## config.mk

```make
export PLATFORM = sky130hd
export DESIGN_NAME = lcc_charge_ctrl
export DESIGN_NICKNAME = d
export VERILOG_FILES = /design/src/design/lcc_sync3.v /design/src/design/lcc_charge_ctrl.v
export VERILOG_INCLUDE_DIRS = /design/src /design/src/design
export SDC_FILE = /design/constraint.sdc
export NUM_CORES = 1
export LEC_CHECK = 0
export ABC_AREA = 1
export BUFFER_PORTS_ARGS = -buffer_cell sky130_fd_sc_hd__buf_2
export CAP_MARGIN = 20
export CORE_MARGIN = 5
export CORE_UTILIZATION = 65
export DETAILED_ROUTE_END_ITERATION = 8
export PLACE_DENSITY = 0.82
export REMOVE_ABC_BUFFERS = 1
export SLEW_MARGIN = 20
export SYNTH_ARGS = -nofsm -noshare
export SYNTH_HDL_FRONTEND = slang
export SYNTH_HIERARCHICAL = 1
export SYNTH_SLANG_ARGS = --single-unit
```

## constraint.sdc

```tcl
create_clock -name ref_clk -period 5.2 [get_ports ref_clk]
set_clock_uncertainty 0.05 [all_clocks]
set_input_delay 1.3 -clock ref_clk [delete_from_list [all_inputs] [get_ports ref_clk]]
set_output_delay 1.3 -clock ref_clk [all_outputs]
set_load 0.01 [all_outputs]
```

## src/design/lcc_regs.vh

```
// Register map, field positions, reset values and timing of the charge sequencer.
// Assumes inclusion by bare name from every design file that needs it.
`ifndef LCC_REGS_VH
`define LCC_REGS_VH

// ----------------------------------------
// Register offsets
// ----------------------------------------
`define LCC_ADDR_INPUT_CURRENT_LIMIT 8'h02
`define LCC_ADDR_CTRL 8'h04
`define LCC_ADDR_TIMER 8'h05
`define LCC_ADDR_STATUS 8'h0b
`define LCC_ADDR_FAULT 8'h0d

// ----------------------------------------
// Control register fields
// ----------------------------------------
`define LCC_CTRL_CHG 0
`define LCC_CTRL_TRK 1
`define LCC_CTRL_KICK 2
`define LCC_CTRL_RESET 2'h3

// ----------------------------------------
// Fault register fields (write one to clear)
// ----------------------------------------
`define LCC_FLT_TRK 0
`define LCC_FLT_FAST 1
`define LCC_FLT_SAFE 2
`define LCC_FLT_TSD 3
`define LCC_FLT_WARN 4

// ----------------------------------------
// Status register fields
// ----------------------------------------
`define LCC_STAT_DONE 3
`define LCC_STAT_ISO 4
`define LCC_STAT_WD 5
`define LCC_STAT_SAFE 6

// ----------------------------------------
// Reset values
// ----------------------------------------
`define LCC_INPUT_CURRENT_LIMIT_RESET 4'h0
`define LCC_TIMER_RESET 8'h00

// ----------------------------------------
// Charger state codes
// ----------------------------------------
`define LCC_ST_OFF 3'h0
`define LCC_ST_TRK 3'h1
`define LCC_ST_CC 3'h2
`define LCC_ST_CV 3'h3
`define LCC_ST_DONE 3'h4
`define LCC_ST_WEAK 3'h5
`define LCC_ST_FAULT 3'h6

// ----------------------------------------
// Timing: clock period and second tick
// ----------------------------------------
`define LCC_CLK_NS 100
`define LCC_SEC_NS 1000000000
`define LCC_SEC_CYC (`LCC_SEC_NS / `LCC_CLK_NS)
// Long timers in minutes and seconds
`define LCC_TRK_MIN 60
`define LCC_TRK_S (`LCC_TRK_MIN * 60)
`define LCC_FAST_MIN 60
`define LCC_SAFE_MIN 40
`define LCC_SAFE_S (`LCC_SAFE_MIN * 60)
`define LCC_WD_S 32
`define LCC_END_S 30

`endif

```

## src/design/lcc_sync3.v

```verilog
// Three-stage synchroniser with agreement filter for asynchronous level inputs.
// Assumes inputs are slow levels from comparators or pins; output lags by four edges.
module lcc_sync3 #(
  parameter W = 1
) (
  input wire ref_clk,
  input wire rstn,
  input wire [W-1:0] din,
  output reg [W-1:0] dout
);

  reg [W-1:0] s1_r;
  reg [W-1:0] s2_r;
  reg [W-1:0] s3_r;
  integer i;

  // First stage feeds only the second; output moves once stages two and three agree
  always @(posedge ref_clk or negedge rstn) begin
    if (!rstn) begin
      s1_r <= {W{1'b0}};
      s2_r <= {W{1'b0}};
      s3_r <= {W{1'b0}};
      dout <= {W{1'b0}};
    end else begin
      s1_r <= din;
      s2_r <= s1_r;
      s3_r <= s2_r;
      for (i = 0; i < W; i = i + 1) begin
        if (s2_r[i] == s3_r[i]) begin
          dout[i] <= s3_r[i];
        end
      end
    end
  end

endmodule // lcc_sync3

```

## src/design/lcc_charge_ctrl.v

```verilog
// Charge state sequencer of a single-cell lithium-ion switch-mode charger.
// Assumes comparator levels arrive asynchronously and register accesses come
// already decoded from the management bus slave, one cycle per access.
//
// How it works
// - Cell below dead threshold charges in trickle, state code shows trickle.
// - Trickle lasting over 60 minutes stops charging as a fault.
// - Trickle timeout fault shows in the state code for recovery.
// - Between dead and weak thresholds the weak constant-current mode runs.
// - Weak mode forces the input current limit to 100 mA.
// - Weak mode drives 20 mA through the linear trickle branch.
// - Above both thresholds fast constant current runs and is reported.
// - At termination voltage enter constant voltage and report it.
// - Fast timeout before termination voltage stops charging with a fault.
// - Fast timeout in constant voltage stops without fault, resumes on recharge.
// - Watchdog starts on first kick or cell above weak threshold.
// - Watchdog expiry during charging starts the safety timer.
// - Safety timer restores default limit, charges its period, then stops.
// - Current below end level for end time completes charge, sets done.
// - After completion, recharge threshold restarts charging in constant voltage.
// - Charging is disabled while the enable bit is low.
// - While charging, at the isothermal limit current is limited and the flag raised.
// - Above shutdown temperature the charger stops and the flag sets.
// - Restart needs temperature below falling limit and flag cleared at 0x0d.
// - Early warning flag sets between the warning and shutdown temperatures.
// - Fault shows as code 110; writing ones to fault bits recovers.
`include "lcc_regs.vh"

module lcc_charge_ctrl #(
  parameter SEC_CYC = `LCC_SEC_CYC
) (
  input wire ref_clk,
  input wire rstn,
  input wire [7:0] reg_addr,
  input wire [7:0] reg_wdata,
  input wire reg_wr,
  output reg [7:0] reg_rdata,
  input wire cell_above_dead,
  input wire cell_above_weak,
  input wire term_reached,
  input wire current_below_end,
  input wire at_recharge_level,
  input wire die_at_iso_limit,
  input wire die_above_shutdown,
  input wire die_below_falling,
  input wire die_above_warning,
  input wire trickle_control_pin,
  output reg [2:0] charger_state,
  output reg [3:0] input_current_limit,
  output reg trickle_branch_on,
  output reg switcher_on,
  output reg cv_regulate,
  output reg charge_finished_flag,
  output reg isothermal_active_flag,
  output reg die_overheat_flag
);

  // ----------------------------------------
  // Synchronised comparator levels
  // ----------------------------------------
  wire [9:0] lvl;
  lcc_sync3 #(
    .W(10)
  ) u_sync (
    .ref_clk(ref_clk),
    .rstn(rstn),
    .din({trickle_control_pin, die_above_warning, die_below_falling,
          die_above_shutdown, die_at_iso_limit, at_recharge_level,
          current_below_end, term_reached, cell_above_weak, cell_above_dead}),
    .dout(lvl)
  );
  wire above_dead = lvl[0];
  wire above_weak = lvl[1];
  wire at_term = lvl[2];
  wire below_end = lvl[3];
  wire at_rch = lvl[4];
  wire die_lim = lvl[5];
  wire die_sd = lvl[6];
  wire die_fall = lvl[7];
  wire die_warn = lvl[8];
  wire trk_pin = lvl[9];

  // ----------------------------------------
  // Registers
  // ----------------------------------------
  reg [1:0] ctrl_r;
  reg trk_written_r;
  reg [3:0] input_current_limit_r;
  reg [7:0] timer_r;
  reg [4:0] fault_r;
  reg [2:0] state_r;
  reg [2:0] state_nxt;
  reg done_r;
  reg wd_run_r;
  reg safe_run_r;
  reg [23:0] pre_r;
  reg [15:0] trk_s_r;
  reg [15:0] fast_s_r;
  reg [15:0] wd_s_r;
  reg [15:0] safe_s_r;
  reg [15:0] end_s_r;
  reg [15:0] fast_lim;
  reg [15:0] wd_lim;

  // Limits kept as integers, cut to the counter widths where they are used
  localparam integer SEC_LAST = SEC_CYC - 1;
  localparam integer FAST_BASE = `LCC_FAST_MIN * 60;
  localparam integer WD_BASE = `LCC_WD_S;
  localparam integer TRK_LIM = `LCC_TRK_S;
  localparam integer SAFE_LIM = `LCC_SAFE_S;
  localparam integer END_LIM = `LCC_END_S;

  wire wr_ctrl = reg_wr && (reg_addr == `LCC_ADDR_CTRL);
  wire kick = wr_ctrl && reg_wdata[`LCC_CTRL_KICK];
  wire wr_fault = reg_wr && (reg_addr == `LCC_ADDR_FAULT);
  wire sec_tick = (pre_r == SEC_LAST[23:0]);

  // Trickle allowed: pin low enables until software writes its own bit
  wire trk_allow = trk_written_r ? ctrl_r[`LCC_CTRL_TRK] : !trk_pin;
  wire hard_fault = fault_r[`LCC_FLT_TRK] | fault_r[`LCC_FLT_FAST] | fault_r[`LCC_FLT_SAFE];
  // Restart only once the overheat flag is cleared and the die has cooled
  wire thermal_ok = !fault_r[`LCC_FLT_TSD] && !die_sd && die_fall;
  wire chg_en = ctrl_r[`LCC_CTRL_CHG] && thermal_ok;
  wire charging = (state_r == `LCC_ST_TRK) || (state_r == `LCC_ST_WEAK) ||
                  (state_r == `LCC_ST_CC) || (state_r == `LCC_ST_CV);
  wire in_fast = (state_r == `LCC_ST_CC) || (state_r == `LCC_ST_CV);

  // Timer limits from the timer configuration register
  always @* begin
    case (timer_r[1:0])
      2'h0: fast_lim = FAST_BASE[15:0];
      2'h1: fast_lim = FAST_BASE[15:0] * 16'h0002;
      2'h2: fast_lim = FAST_BASE[15:0] * 16'h0003;
      default: fast_lim = FAST_BASE[15:0] * 16'h0004;
    endcase
    wd_lim = timer_r[2] ? WD_BASE[15:0] * 16'h0002 : WD_BASE[15:0];
  end

  wire trk_expired = (trk_s_r >= TRK_LIM[15:0]);
  wire fast_expired = (fast_s_r >= fast_lim);
  wire wd_expired = wd_run_r && (wd_s_r >= wd_lim);
  wire safe_expired = safe_run_r && (safe_s_r >= SAFE_LIM[15:0]);
  wire end_reached = (end_s_r >= END_LIM[15:0]);

  // ----------------------------------------
  // Register writes and one-second prescaler
  // ----------------------------------------
  always @(posedge ref_clk or negedge rstn) begin
    if (!rstn) begin
      ctrl_r <= `LCC_CTRL_RESET;
      trk_written_r <= 1'b0;
      input_current_limit_r <= `LCC_INPUT_CURRENT_LIMIT_RESET;
      timer_r <= `LCC_TIMER_RESET;
      pre_r <= 24'h000000;
    end else begin
      pre_r <= sec_tick ? 24'h000000 : pre_r + 24'h000001;
      if (wr_ctrl) begin
        ctrl_r <= reg_wdata[1:0];
        trk_written_r <= 1'b1;
      end
      if (reg_wr && (reg_addr == `LCC_ADDR_TIMER)) begin
        timer_r <= reg_wdata;
      end
      // Safety start returns the limit to default; a later write still wins
      if (reg_wr && (reg_addr == `LCC_ADDR_INPUT_CURRENT_LIMIT)) begin
        input_current_limit_r <= reg_wdata[3:0];
      end else if (wd_expired && charging && !safe_run_r) begin
        input_current_limit_r <= `LCC_INPUT_CURRENT_LIMIT_RESET;
      end
    end
  end

  // ----------------------------------------
  // Fault flags: hardware set beats software clear
  // ----------------------------------------
  always @(posedge ref_clk or negedge rstn) begin
    if (!rstn) begin
      fault_r <= 5'h00;
    end else begin
      fault_r <= (fault_r & ~(wr_fault ? reg_wdata[4:0] : 5'h00)) |
        {die_warn && !die_sd,
         die_sd,
         safe_expired && charging,
         fast_expired && state_r == `LCC_ST_CC,
         trk_expired && state_r == `LCC_ST_TRK};
    end
  end

  // ----------------------------------------
  // Charge state machine
  // ----------------------------------------
  always @* begin
    state_nxt = state_r;
    case (state_r)
      `LCC_ST_OFF: begin
        if (!above_dead) begin
          state_nxt = trk_allow ? `LCC_ST_TRK : `LCC_ST_OFF;
        end else if (!above_weak) begin
          state_nxt = `LCC_ST_WEAK;
        end else if (at_term) begin
          state_nxt = `LCC_ST_CV;
        end else begin
          state_nxt = `LCC_ST_CC;
        end
      end
      `LCC_ST_TRK: begin
        if (trk_expired) begin
          state_nxt = `LCC_ST_FAULT;
        end else if (above_dead) begin
          state_nxt = above_weak ? `LCC_ST_CC : `LCC_ST_WEAK;
        end
      end
      `LCC_ST_WEAK: begin
        if (!above_dead) begin
          state_nxt = `LCC_ST_TRK;
        end else if (above_weak) begin
          state_nxt = `LCC_ST_CC;
        end
      end
      `LCC_ST_CC: begin
        if (fast_expired) begin
          state_nxt = `LCC_ST_FAULT;
        end else if (at_term) begin
          state_nxt = `LCC_ST_CV;
        end
      end
      `LCC_ST_CV: begin
        if (end_reached || fast_expired) begin
          state_nxt = `LCC_ST_DONE;
        end
      end
      `LCC_ST_DONE: begin
        if (at_rch) begin
          state_nxt = `LCC_ST_CV;
        end
      end
      `LCC_ST_FAULT: begin
        if (!hard_fault) begin
          state_nxt = `LCC_ST_OFF;
        end
      end
      default: state_nxt = `LCC_ST_OFF;
    endcase
    // Disable and faults override every sequencing step
    if (hard_fault || (safe_expired && charging)) begin
      state_nxt = `LCC_ST_FAULT;
    end else if (!chg_en) begin
      state_nxt = `LCC_ST_OFF;
    end
  end

  always @(posedge ref_clk or negedge rstn) begin
    if (!rstn) begin
      state_r <= `LCC_ST_OFF;
      done_r <= 1'b0;
    end else begin
      state_r <= state_nxt;
      if (state_r == `LCC_ST_CV && end_reached) begin
        done_r <= 1'b1;
      end else if (state_nxt != `LCC_ST_DONE) begin
        done_r <= 1'b0;
      end
    end
  end

  // ----------------------------------------
  // Second-based timers
  // ----------------------------------------
  // Trickle and fast timers restart on leaving their phase
  always @(posedge ref_clk or negedge rstn) begin
    if (!rstn) begin
      trk_s_r <= 16'h0000;
      fast_s_r <= 16'h0000;
      end_s_r <= 16'h0000;
    end else begin
      if (state_r != `LCC_ST_TRK) begin
        trk_s_r <= 16'h0000;
      end else if (sec_tick && !trk_expired) begin
        trk_s_r <= trk_s_r + 16'h0001;
      end
      if (!in_fast) begin
        fast_s_r <= 16'h0000;
      end else if (sec_tick && !fast_expired) begin
        fast_s_r <= fast_s_r + 16'h0001;
      end
      // Current rising above end level restarts the end timer
      if (state_r != `LCC_ST_CV || !below_end) begin
        end_s_r <= 16'h0000;
      end else if (sec_tick && !end_reached) begin
        end_s_r <= end_s_r + 16'h0001;
      end
    end
  end

  // Watchdog and safety timers
  always @(posedge ref_clk or negedge rstn) begin
    if (!rstn) begin
      wd_run_r <= 1'b0;
      wd_s_r <= 16'h0000;
      safe_run_r <= 1'b0;
      safe_s_r <= 16'h0000;
    end else begin
      if (kick || above_weak) begin
        wd_run_r <= 1'b1;
      end
      if (kick) begin
        wd_s_r <= 16'h0000;
      end else if (wd_run_r && sec_tick && !wd_expired) begin
        wd_s_r <= wd_s_r + 16'h0001;
      end
      if (wd_expired && charging) begin
        safe_run_r <= 1'b1;
      end else if (state_r == `LCC_ST_FAULT && !hard_fault) begin
        safe_run_r <= 1'b0;
      end
      if (!safe_run_r) begin
        safe_s_r <= 16'h0000;
      end else if (sec_tick && !safe_expired) begin
        safe_s_r <= safe_s_r + 16'h0001;
      end
    end
  end

  // ----------------------------------------
  // Outputs and read data
  // ----------------------------------------
  // Weak mode caps input at the default 100 mA code whatever the limit register holds
  always @(posedge ref_clk or negedge rstn) begin
    if (!rstn) begin
      charger_state <= `LCC_ST_OFF;
      input_current_limit <= `LCC_INPUT_CURRENT_LIMIT_RESET;
      trickle_branch_on <= 1'b0;
      switcher_on <= 1'b0;
      cv_regulate <= 1'b0;
      charge_finished_flag <= 1'b0;
      isothermal_active_flag <= 1'b0;
      die_overheat_flag <= 1'b0;
      reg_rdata <= 8'h00;
    end else begin
      charger_state <= state_r;
      input_current_limit <= (state_r == `LCC_ST_WEAK) ? `LCC_INPUT_CURRENT_LIMIT_RESET : input_current_limit_r;
      trickle_branch_on <= (state_r == `LCC_ST_TRK) || (state_r == `LCC_ST_WEAK);
      switcher_on <= (state_r == `LCC_ST_WEAK) || in_fast;
      cv_regulate <= (state_r == `LCC_ST_CV);
      charge_finished_flag <= done_r;
      isothermal_active_flag <= charging && die_lim;
      die_overheat_flag <= fault_r[`LCC_FLT_TSD];
      case (reg_addr)
        `LCC_ADDR_INPUT_CURRENT_LIMIT: reg_rdata <= {4'h0, input_current_limit_r};
        `LCC_ADDR_CTRL: reg_rdata <= {6'h00, ctrl_r};
        `LCC_ADDR_TIMER: reg_rdata <= timer_r;
        `LCC_ADDR_STATUS: reg_rdata <= {1'b0, safe_run_r, wd_run_r,
                                       charging && die_lim, done_r, state_r};
        `LCC_ADDR_FAULT: reg_rdata <= {3'h0, fault_r};
        default: reg_rdata <= 8'h00;
      endcase
    end
  end

endmodule // lcc_charge_ctrl

```

==> impl_metrics.toml <==
[placed_design]
gp_congestion = 0.931
place_hpwl_um = 12700
numPortBuffers = 49
placed_cells = 1290

[power]
power.switching_w = 0.000643
p_leak_nw = 4.97
sw_frac_of_total = 0.213
power_density_nw_per_um2 = 299
p_comb_frac = 0.031
clock_power_share = 0.461
pwr-share-seq = 0.509
p_int_w = 0.00238
finalPower_w = 0.00302
peakVddDrop_v = 0.000240

[synth]
synth-seq-cells = 191
synth_compound_area_frac = 0.0671
synth_fa_ha_area_frac = 0.0333
synthMuxAreaShare = 0.00250
syn_inst = 1070
seq_area_frac_synth = 0.531
synth_xor_area_frac = 0.0292
synth_top_family_by_area = "simple AND/OR/NAND/NOR gates"
synth_area_sq_um = 9010
synth_cell_types = 41
synth_warnings = 6
syn_area_per_cell_sq_um = 8.42
ys_async_sr_fraction = 1.00
synth_edf_count = 0
synthFlopType = "dfrtp_1"
synthSimpleGateAreaFrac = 0.262

[routing]
vias = 7154
wire_per_inst_um = 13.9
viasPerCell = 5.42
wl_um = 18400
drt_pass1_iterations = 5
ant_nets = 0
drtIter0Drc = 643
drcViolationCount = 0

[clock_tree]
cts_resized = 0
post_cts.repair.setup_buffers = 0
cts_tree = "done"
hold_buffers = 0
path_clk_slew_ns = 0.06
root_buffer = "clkbuf_16"
numCtsBuffers = 17
cts.sinks = 191
cts_max_level = 4
cts_max_path_buffers = 2
clock_latency_ns = 0.44

[timing]
hold_viol = 0
finalCritPeriodShare = 0.582
worst_slew_pin_slew_ns = 0.983
finalSetupViolCount = 0
maxSlewHeadroom = 0.345
timing.hold.ws_ns = 0.298
drv_slew = 0
setup_tns_ns = 0
finalCriticalPeriod_ns = 3.03
grt_setup_unrepaired = "false"
fmax_mhz = 330

[floorplanning]
floorplan.initialDensity = 0.657
rows = 43
io_pins = 50
die_x_um = 128
die_h_um = 128
core_area_sq_um = 13700
dieArea_sq_um = 16300

[critical_path]
ff2ff_setup_slack_ns = 2.40
rr_startpoint = "timer_r[1]"
endpoint_kind = "flip-flop"
r2r_end = "fast_s_r[4]"
startpoint_type = "input port"
critPathMaxFanout = 18
cp.arrival_ns = 3.28
reg2regPathDepth = 16
crit_type = "input port to flip-flop"
crit_required_ns = 5.45

[run_status]
status = "complete, no violations"

[hold_path]
hp-class = "flip-flop to flip-flop"
hold_end = "u_sync/s2_r[9]"
holdPathStages = 0
min_from = "u_sync/s1_r[9]"

[global_route]
grt_util_all_layers = 0.238
grt_pass1_vias = 6795
antenna_found_initial = 0
grt_max_degree = 134
grt_overflow_total = 0
grt_pass1_wl_um = 31400

[layout]
nNetsFinal = 1182
area_growth_pct = 12.1
drive_gt1_frac = 0.0938
n_antenna_cell = 0
instances_no_fill = 1321

[run]
drv_cap = 0
synthesized netlist by cell type, drive strengths merged (8+ instances only):
cell   number  area, sq um
nor2      141          568
dfrtp     189         4730
xor2       30          263
nand2     232          871
nor3       28          150
inv       163          614
a21oi      35          175
or2         8         50.1
nor4       16          115
ha         24          300
nand3      74          370
o21ai      67          339
nand4      33          221
registers in the layout (all words and copies together) (netlist names), 2 cells and up:
name and cells:
timer_r 8, fault_r 5, pre_r 24, ctrl_r 2, reg_rdata 8, charger_state 3, u_sync/s1_r 10, trk_s_r 16
u_sync/s3_r 10, input_current_limit 4, input_current_limit_r 4, u_sync/s2_r 10, fast_s_r 16, end_s_r 16, u_sync/dout 10, wd_s_r 16
safe_s_r 16, state_r 3
logic make-up after synthesis:
| group | count (synthesis) |
|---|---|
| AOI/OAI and AO/OA | 113 |
| xor gates and xnor gates | 30 |
| adders and majority gates | 24 |
| buffers and inverters | 176 |
| DFF | 191 |
| muxes | 2 |
| and+or+nand+nor | 534 |
worst max-delay path, cell delays in order:
cell and delay (ns):
buf_2 0.09, nor2_1 0.09, nand2_1 0.12, inv_1 0.12
nand4_1 0.15, nor2_1 0.40, nand2_1 0.48, nand2_1 0.39
o21ai_0 0.14
through the flow:
| stage | cell area (sq um) | util | setup slack [ns] |
|---|---|---|---|
| finish | 10100 | 0.736 | 2.17 |
| global route | 10100 | 0.736 | 1.94 |
| CTS | 10100 | 0.736 | 2.22 |
| detailed placement | 9460 | 0.690 | 1.78 |
| global placement | 9460 | 0.690 | 1.88 |
| floorplan | 8950 | - | 2.38 |
layout make-up:
type                            instances  area (sq um)
Sequential cell                       191          4780
Fill cell                            1021          3620
Multi-Input combinational cell        703          3560
Inverter                              165           622
Clock buffer                           20           457
Timing Repair Buffer                   51           283
Tap cell                              180           225
Clock inverter                         11           178
metal layers:
layer / part of all wire / GRT usage
met5: 0 / 0
met4: 0.020 / 0.0874
met3: 0.051 / 0.0458
met2: 0.48 / 0.376
met1: 0.45 / 0.330
worst max path at each step:
stage | startpoint | to | cells after the start
floorplan | reg_addr[7] | wd_s_r[0] | 8
global placement | reg_addr[7] | wd_s_r[1] | 9
detailed placement | reg_addr[5] | wd_s_r[0] | 9
CTS | reg_addr[5] | wd_s_r[3] | 9
global route | reg_addr[7] | wd_s_r[3] | 9
finish | reg_addr[7] | wd_s_r[3] | 9
power by group through the flow:
stage	Combinational (W)	Sequential, W	Clock, W
floorplan	0.0000379	0.00156	0
global placement	0.0000910	0.00156	0
detailed placement	0.0000941	0.00157	0
CTS	0.0000951	0.00154	0.00141
global route	0.000109	0.00154	0.00147
finish	0.0000929	0.00154	0.00139
layout by cell type, fill, tap and decap left out, types with 3 or more instances in the layout:
| cell | Yosys | layout |
|---|---|---|
| inv_1 | 160 | 160 |
| inv_6 | 0 | 4 |
| nor2_1 | 135 | 135 |
| nor4_1 | 15 | 14 |
| o21ai_1 | 8 | 8 |
| clkbuf_16 | 0 | 17 |
| nand4_1 | 32 | 32 |
| dfrtp_1 | 189 | 189 |
| bufinv_16 | 0 | 4 |
| nand3_1 | 74 | 74 |
| xor2_1 | 30 | 30 |
| buf_2 | 3 | 48 |
| nand2_1 | 232 | 232 |
| a21oi_1 | 35 | 35 |
| o21ai_0 | 58 | 58 |
| nor3_1 | 26 | 26 |
| ha_1 | 24 | 24 |
| or2_2 | 7 | 7 |
| nor2_2 | 3 | 3 |
Power figures use the tool's default switching activity.
